==> src/logic/byte_alu_pkg.sv <==
// Behaviour
// RULE1 - subtract_work_from_file yields the file operand minus the working register in 8-bit two's complement.
// RULE2 - subtract_work_from_file updates carry, half_carry_flag and zero from its result and nothing else.
// RULE3 - xor_work_with_file yields working register XOR file operand and updates only the zero flag.
// RULE4 - destination select 1 writes the result to the addressed file register, 0 to the working register.
// RULE5 - swap_file_nibbles moves source bits 3..0 to result bits 7..4 and bits 7..4 to bits 3..0.
// RULE6 - swap_file_nibbles leaves every status flag unchanged.
// RULE7 - swap_file_nibbles with destination 0 loads the working register and leaves the file register alone.
// RULE8 - the file operand is chosen by a 7-bit address covering 0 to 127 in the current bank.
`default_nettype none
package byte_alu_pkg;
  localparam int DATA_W = 8;
  localparam int ADDR_W = 7;
  localparam logic [7:0] WORK_RESET = 8'h00;
  localparam logic [2:0] FLAGS_RESET = 3'h0;
  localparam logic WRITE_RESET = 1'b0;
  localparam logic [6:0] FILE_ADDR_RESET = 7'h00;
  localparam logic [7:0] FILE_DATA_RESET = 8'h00;
  // flag positions within the status triple
  localparam int CARRY_BIT = 0;
  localparam int HALF_BIT = 1;
  localparam int ZERO_BIT = 2;
  localparam logic DEST_WORK = 1'b0;
  localparam logic DEST_FILE = 1'b1;

  typedef enum logic [1:0] {
    OP_NONE = 2'b00,
    OP_SUB = 2'b01,
    OP_XOR = 2'b10,
    OP_SWAP = 2'b11
  } alu_op_t;
endpackage
`default_nettype wire

==> src/logic/byte_alu_subtract_xor_swap.sv <==
`timescale 1ns/1ps
`default_nettype none
module byte_alu_subtract_xor_swap (
  // clock and reset
  input wire logic ref_clk,
  input wire logic reset_n,
  // instruction from decoder
  input wire logic opValid,
  input wire byte_alu_pkg::alu_op_t opCode,
  input wire logic destSel,
  input wire logic [6:0] fileAddr,
  // operand read from file array
  input wire logic [7:0] fileData,
  // write back to file array
  output logic fileWrite,
  output logic [6:0] fileWriteAddr,
  output logic [7:0] fileWriteData,
  // working register and status
  output logic [7:0] workReg,
  output logic carryFlag,
  output logic halfCarryFlag,
  output logic zeroFlag
);
  // ==========================================
  // state
  typedef struct packed {
    logic fileWrite;
    logic [6:0] fileWriteAddr;
    logic [7:0] fileWriteData;
    logic [7:0] workReg;
    logic [2:0] flags;
  } state_t;

  state_t cur;
  state_t next_cur;
  logic [8:0] diff;
  logic [4:0] lowDiff;
  logic [7:0] result;
  logic opTaken;

  // ==========================================
  // helpers
  // subtract as add of complement plus one; top bit is the no-borrow carry
  function automatic logic [8:0] sub_byte(input logic [7:0] minuend, input logic [7:0] subtrahend);
    sub_byte = {1'b0, minuend} + {1'b0, ~subtrahend} + 9'h001;
  endfunction

  // same scheme on the low nibble, which gives the half carry
  function automatic logic [4:0] sub_nibble(input logic [3:0] minuend, input logic [3:0] subtrahend);
    sub_nibble = {1'b0, minuend} + {1'b0, ~subtrahend} + 5'h01;
  endfunction

  // zero test shared by subtract and xor
  function automatic logic is_zero(input logic [7:0] value);
    is_zero = (value == 8'h00);
  endfunction

  // nibble exchange of one byte
  function automatic logic [7:0] swap_halves(input logic [7:0] value);
    swap_halves = {value[3:0], value[7:4]};
  endfunction

  // ==========================================
  // datapath
  always_comb begin
    next_cur = cur; // RULE6
    next_cur.fileWrite = 1'b0; // strobe, never held
    opTaken = opValid && (opCode != byte_alu_pkg::OP_NONE);
    diff = sub_byte(fileData, cur.workReg); // RULE1
    lowDiff = sub_nibble(fileData[3:0], cur.workReg[3:0]);
    result = 8'h00;
    unique case (opCode)
      byte_alu_pkg::OP_SUB: result = diff[7:0]; // RULE1
      byte_alu_pkg::OP_XOR: result = cur.workReg ^ fileData; // RULE3
      byte_alu_pkg::OP_SWAP: result = swap_halves(fileData); // RULE5
      byte_alu_pkg::OP_NONE: result = 8'h00;
    endcase
    if (opTaken) begin
      // borrow is carry low, as in any add-of-complement subtractor
      if (destSel == byte_alu_pkg::DEST_FILE) begin // RULE4
        next_cur.fileWrite = 1'b1;
        next_cur.fileWriteAddr = fileAddr; // RULE8
        next_cur.fileWriteData = result;
      end else begin
        next_cur.workReg = result; // RULE7
      end
      if (opCode == byte_alu_pkg::OP_SUB) begin
        next_cur.flags[byte_alu_pkg::CARRY_BIT] = diff[8]; // RULE2
        next_cur.flags[byte_alu_pkg::HALF_BIT] = lowDiff[4]; // RULE2
        next_cur.flags[byte_alu_pkg::ZERO_BIT] = is_zero(result);
      end else if (opCode == byte_alu_pkg::OP_XOR) begin
        next_cur.flags[byte_alu_pkg::ZERO_BIT] = is_zero(result); // RULE3
      end
      // swap touches no flag at all
    end
  end

  // ==========================================
  // registers
  // async clear so the core starts from a known working register and flags
  always_ff @(posedge ref_clk or negedge reset_n) begin
    if (!reset_n) begin
      cur.fileWrite <= byte_alu_pkg::WRITE_RESET;
      cur.fileWriteAddr <= byte_alu_pkg::FILE_ADDR_RESET;
      cur.fileWriteData <= byte_alu_pkg::FILE_DATA_RESET;
      cur.workReg <= byte_alu_pkg::WORK_RESET;
      cur.flags <= byte_alu_pkg::FLAGS_RESET;
    end else begin
      cur <= next_cur;
    end
  end

  // output taps, all straight from the state register
  assign fileWrite = cur.fileWrite;
  assign fileWriteAddr = cur.fileWriteAddr;
  assign fileWriteData = cur.fileWriteData;
  assign workReg = cur.workReg;
  assign carryFlag = cur.flags[byte_alu_pkg::CARRY_BIT];
  assign halfCarryFlag = cur.flags[byte_alu_pkg::HALF_BIT];
  assign zeroFlag = cur.flags[byte_alu_pkg::ZERO_BIT];

  // ==========================================
  // checks
  // all sample on the core clock and sleep through reset

  // subtract into the working register
  chk_sub_value: assert property (@(posedge ref_clk) disable iff (!reset_n) // RULE1
    opValid && opCode == byte_alu_pkg::OP_SUB && !destSel |=> workReg == 8'($past(fileData) - $past(workReg)))
    else $error("subtract result wrong");

  // zero after subtract means equal operands
  chk_sub_zero: assert property (@(posedge ref_clk) disable iff (!reset_n) // RULE2
    opValid && opCode == byte_alu_pkg::OP_SUB |=> zeroFlag == ($past(fileData) == $past(workReg)))
    else $error("subtract zero flag wrong");

  // carry set means no borrow
  chk_sub_carry: assert property (@(posedge ref_clk) disable iff (!reset_n) // RULE2
    opValid && opCode == byte_alu_pkg::OP_SUB |=> carryFlag == ($past(fileData) >= $past(workReg)))
    else $error("subtract carry wrong");

  // xor moves only the zero flag
  chk_xor_flags: assert property (@(posedge ref_clk) disable iff (!reset_n) // RULE3
    opValid && opCode == byte_alu_pkg::OP_XOR |=> $stable(carryFlag) && $stable(halfCarryFlag)
      && zeroFlag == ($past(fileData) == $past(workReg)))
    else $error("xor flags wrong");

  // file destination writes back and spares the working register
  chk_dest_file: assert property (@(posedge ref_clk) disable iff (!reset_n) // RULE4
    opValid && opCode != byte_alu_pkg::OP_NONE && destSel |=> fileWrite && $stable(workReg)
      && fileWriteAddr == $past(fileAddr))
    else $error("file destination not honoured");

  // swapped byte written back
  chk_swap_value: assert property (@(posedge ref_clk) disable iff (!reset_n) // RULE5
    opValid && opCode == byte_alu_pkg::OP_SWAP && destSel |=>
      fileWriteData == {$past(fileData[3:0]), $past(fileData[7:4])})
    else $error("swap data wrong");

  // swap is flag neutral
  chk_swap_flags: assert property (@(posedge ref_clk) disable iff (!reset_n) // RULE6
    opValid && opCode == byte_alu_pkg::OP_SWAP |=> $stable(carryFlag) && $stable(halfCarryFlag) && $stable(zeroFlag))
    else $error("swap altered a flag");

  // swap into the working register leaves the file alone
  chk_swap_work: assert property (@(posedge ref_clk) disable iff (!reset_n) // RULE7
    opValid && opCode == byte_alu_pkg::OP_SWAP && !destSel |=>
      !fileWrite && workReg == {$past(fileData[3:0]), $past(fileData[7:4])})
    else $error("swap to work wrong");

  // half carry set means no borrow out of the low nibble
  chk_sub_half: assert property (@(posedge ref_clk) disable iff (!reset_n) // RULE2
    opValid && opCode == byte_alu_pkg::OP_SUB |=> halfCarryFlag == ($past(fileData[3:0]) >= $past(workReg[3:0])))
    else $error("subtract half carry wrong");

  // subtract written back to the file
  chk_sub_file: assert property (@(posedge ref_clk) disable iff (!reset_n) // RULE1
    opValid && opCode == byte_alu_pkg::OP_SUB && destSel |=> fileWriteData == 8'($past(fileData) - $past(workReg)))
    else $error("subtract file data wrong");

  // subtract to work issues no write
  chk_sub_no_write: assert property (@(posedge ref_clk) disable iff (!reset_n) // RULE4
    opValid && opCode == byte_alu_pkg::OP_SUB && !destSel |=> !fileWrite && $stable(fileWriteData))
    else $error("subtract wrote the file");

  // xor into the working register
  chk_xor_value: assert property (@(posedge ref_clk) disable iff (!reset_n) // RULE3
    opValid && opCode == byte_alu_pkg::OP_XOR && !destSel |=> workReg == ($past(workReg) ^ $past(fileData)))
    else $error("xor result wrong");

  // xor written back to the file
  chk_xor_file: assert property (@(posedge ref_clk) disable iff (!reset_n) // RULE3
    opValid && opCode == byte_alu_pkg::OP_XOR && destSel |=> fileWriteData == ($past(workReg) ^ $past(fileData)))
    else $error("xor file data wrong");

  // work destination never strobes the file
  chk_dest_work: assert property (@(posedge ref_clk) disable iff (!reset_n) // RULE4
    opValid && opCode != byte_alu_pkg::OP_NONE && !destSel |=> !fileWrite)
    else $error("work destination wrote the file");

  // refused cycles change nothing visible
  chk_idle_quiet: assert property (@(posedge ref_clk) disable iff (!reset_n) // RULE4
    !(opValid && opCode != byte_alu_pkg::OP_NONE) |=> !fileWrite && $stable(workReg))
    else $error("idle cycle changed state");

  // refused cycles keep every flag
  chk_idle_flags: assert property (@(posedge ref_clk) disable iff (!reset_n) // RULE2
    !(opValid && opCode != byte_alu_pkg::OP_NONE) |=> $stable(carryFlag) && $stable(halfCarryFlag) && $stable(zeroFlag))
    else $error("idle cycle changed a flag");

  // swap to work leaves the write port as it was
  chk_swap_keep: assert property (@(posedge ref_clk) disable iff (!reset_n) // RULE7
    opValid && opCode == byte_alu_pkg::OP_SWAP && !destSel |=> $stable(fileWriteData) && $stable(fileWriteAddr))
    else $error("swap to work touched write port");

  // swap back to the file uses the given address
  chk_swap_addr: assert property (@(posedge ref_clk) disable iff (!reset_n) // RULE8
    opValid && opCode == byte_alu_pkg::OP_SWAP && destSel |=> fileWrite && fileWriteAddr == $past(fileAddr))
    else $error("swap address wrong");

  // a write strobe only follows a taken file-destination op
  chk_write_cause: assert property (@(posedge ref_clk) disable iff (!reset_n) // RULE4
    fileWrite |-> $past(opValid) && $past(destSel) && $past(opCode) != byte_alu_pkg::OP_NONE)
    else $error("write strobe without cause");
endmodule
`default_nettype wire

==> config.mk <==
export PLATFORM = sky130hd
export DESIGN_NAME = byte_alu_subtract_xor_swap
export DESIGN_NICKNAME = d
export VERILOG_FILES = /design/src/logic/byte_alu_pkg.sv /design/src/logic/byte_alu_subtract_xor_swap.sv
export SDC_FILE = /design/constraint.sdc
export NUM_CORES = 1
export LEC_CHECK = 0
export BUFFER_PORTS_ARGS = -buffer_cell sky130_fd_sc_hd__buf_2
export CORE_AREA = 5 5 75 77
export CTS_BUF_LIST = sky130_fd_sc_hd__clkbuf_4
export DETAILED_ROUTE_END_ITERATION = 6
export DIE_AREA = 0 0 80 82
export SYNTH_ARGS = -nofsm -noshare
export SYNTH_HDL_FRONTEND = slang
export SYNTH_SLANG_ARGS = --single-unit
==> constraint.sdc <==
create_clock -name ref_clk -period 2.75 [get_ports ref_clk]
set_input_delay 0.4125 -clock ref_clk [delete_from_list [all_inputs] [get_ports ref_clk]]
set_output_delay 0.4125 -clock ref_clk [all_outputs]
set_load 0.02 [all_outputs]
==> metrics.md <==
| Metric | Value |
|---|---|
| DRC | 0 |
| Root Driver | clkbuf_4 |
| CTS Sinks | 27 |
| Clock Tree Buf Depth | 2 |
| Commonest non-fill, non-tap cell in the layout | buf_2 |
| WHS | 0.0721 ns |
| CP top delay family | adder cells |
| Clock skew | 0.00474 ns |
| Critical path buffers and inverters | 1 |
| Vias in the first global route | 1,276 |
| Largest net degree at the start of global routing | 28 |
| Worst vdd ir | 0.000389 V |
| Final HPWL DP | 3.15 mm |
| Max Slew Vio Count | 0 |
| WP data arrival | 2.44 ns |
| Post-DRT Antenna Nets | 0 |
| TritonRoute pass-1 iters | 4 |
| FF-to-FF End | zeroFlag |
| Post-cts sizing count | 0 |
| Port bufs | 47 |
| Synth top area share | 41.6% |
| Fill cell count | 515 |
| Crit-path max FO | 4 |
| Critical Path Start | workReg[0] |
| Yosys warns | 0 |
| Clk_lat worst skew | 0.32 ns |
| DRT iter0 DRCs | 113 |
| GPL Wtd Cong | 0.871 |
| # rows | 26 |
| Status | finished, final reports clean |
| Layout Nets | 250 |
| Fmax | 451 MHz |
| R2r startpoint | workReg[0] |
| Die width | 80 um |
| Total wire length | 4.00 mm |
| Most frequent cells in the layout | buf_2 (47), dfrtp_1 (27), inv_1 (19), nand2_1 (18), o21ai_0 (15) |
| Total number of vias | 1,386 |
| Crit start category | register |
| Synthesized flop and latch total | 27 |
| Initial Utilization | 32.9% |
| Synth top area cells | dfrtp_1 (42%), ha_1 (11%), mux2_2 (6.2%) |
| Hold crit path type | input port to asynchronous set/reset pin |
| I/O Pins | 48 |
| Grt ovf | 0 |
| Critical path capture point type | register |
| Type of the worst setup path | register to register |
| Period utilization | 80.6% |
| # diodes | 0 |
| Critical path cell sequence | ha_1 > inv_1 > fa_1 > xnor2_1 > a21oi_1 > and2b_1 > and4b_1 > a41o_1 |
| Synth unique cells | 37 |
| CTS clk-pin slew, worst paths | 0.14 ns |
| Htree depth | 1 |
| WL/cell | 14.1 um |
| End of the critical path | zeroFlag |
| Final setup vio count | 0 |
| Layout cell share with drive strength beyond 1 | 31.5% |
| Minimum clock period | 2.22 ns |
| PD cells | 661 nW/um^2 |
| Gr usage total | 12.5% |
| Die Span Y | 82 um |
| Total die area | 6560 um^2 |
| Slew headroom | 60.7% |
| Hold Fails Final Rpt | 0 |
| Setup TNS | 0 ns |
| P&R area growth vs syn | 21.2% |
| Post-CTS Setup Bufs | 0 |
| CP Depth | 8 |
| Pwr Total | 0.00130 W |
| Total of max-cap violations | 0 |
| Mapped Cells | 166 |
| Synth Net Count | 202 |
| Worst reg2reg setup slack | 0.53 ns |
| Core Region | 4940 um^2 |
| RSZ-0062 raised after global routing | no |
| First-pass GRT wire length | 6.47 mm |
| Worst path max stage delay | 0.43 ns |
| Worst endpoint required time | 2.97 ns |
| Mean Syn Cell Area | 9.79 um^2 |
| TritonCTS clock tree | built |
| Cells on worst reg2reg path | 8 |
| Initial antenna violation count | 0 |
| P_leak | 0.992 nW |
| Vias/cell | 4.90 |
| Worst Tran Pin Value | 0.590 ns |
| TritonCTS Buffers | 3 |
| Cts hold-fix bufs | 0 |
| Critical path's slowest cell | fa_1 |
| Post-Syn Area | 1630 um^2 |
| Sequential area share after synthesis | 41.6% |
| Cell taking the most area after synthesis | dfrtp_1 |
## worst reg2reg max path, cell delays in order (launching register included)
cell and delay, ns:
dfrtp_1 0.42, ha_1 0.16, inv_1 0.05, fa_1 0.43, xnor2_1 0.16, a21oi_1 0.27, and2b_1 0.21, and4b_1 0.20
a41o_1 0.22
## synth_stat cells
cell and instances:
o21bai_1 3, o21ai_1 2, a21boi_0 1, nor2b_1 2, nor3_1 3, and3_1 1, clkbuf_1 3, mux2i_1 1
nand2_1 18, and4_1 1, inv_1 19, a41o_1 1, dfrtp_1 27, a221o_1 1, a21oi_1 7, a211oi_2 1
o21ai_0 15, o41ai_2 1, o21a_1 1, fa_1 1, a21o_1 2, o31a_1 1, nand2b_1 2, xnor2_1 3
ha_1 14, mux2_2 9, buf_2 4, a21oi_2 2, nor4_1 1, nor2_1 4, and2b_1 1, and4b_1 1
a221oi_1 4, nand3_1 1, a311oi_1 4, o2111a_1 1, a31oi_1 3
## worst min-delay path by stage
stage,cells after the start,endpoint,slack [ns],from
floorplan,0,carryFlag,0.12,reset_n
global placement,1,fileWriteAddr[6],0.46,reset_n
detailed placement,1,fileWriteData[5],0.46,reset_n
CTS,1,fileWriteData[7],0.09,reset_n
global route,1,fileWriteAddr[2],0.11,reset_n
finish,1,fileWriteAddr[2],0.07,reset_n
## sequential cells by signal, summed over array words and instances, names as in the netlist
name / cells
fileWriteData: 8
workReg: 8
fileWriteAddr: 7
carryFlag: 1
fileWrite: 1
halfCarryFlag: 1
zeroFlag: 1
## cell type report
cell class,instances,area [um^2],share of cell area [%]
clock buffers,4,30.0,1.52
inverters,19,71.3,3.62
multi-input cells,113,847,43.0
flip-flops and latches,27,676,34.3
well taps,70,87.6,4.45
repair buffers,50,258,13.1
## per-layer routing
layer  vias to the layer above  share of wire, %  GRT usage [%]
met3                         4               6.8           2.85
met1                       650                49           19.9
li1                        679                 -              -
met4                         0              0.80           1.52
met2                        53                43           17.5
met5                         -                 0              0
## cell families after synthesis
kind of cell / after synthesis / share of synthesized area [%]
muxes: 10 / 6.85
DFF: 27 / 41.6
buffers and inverters: 26 / 6.31
and+or+nand+nor: 35 / 10.2
AOI/OAI and AO/OA: 50 / 21.4
adders and majority gates: 15 / 12.0
xor gates and xnor gates: 3 / 1.62
## power by group
part	total (W)	switching [W]	internal (W)	leakage, nW
Clock	0.000178	0.000112	0.0000666	0.0184
Sequential	0.000524	0.0000458	0.000478	0.336
Combinational	0.000601	0.000368	0.000233	0.638
## metrics by stage
stage	util, %	cells	setup WS [ns]	instance area, um^2
2_1_floorplan	-	166	0.601	1630
3_3_place_gp	39.2	279	0.422	1940
3_5_place_dp	39.2	279	0.361	1940
4_1_cts	39.8	283	0.534	1970
5_1_grt	39.8	283	0.417	1970
6_report	39.8	283	0.533	1970
No activity file was read; power rests on OpenSTA's default activity.
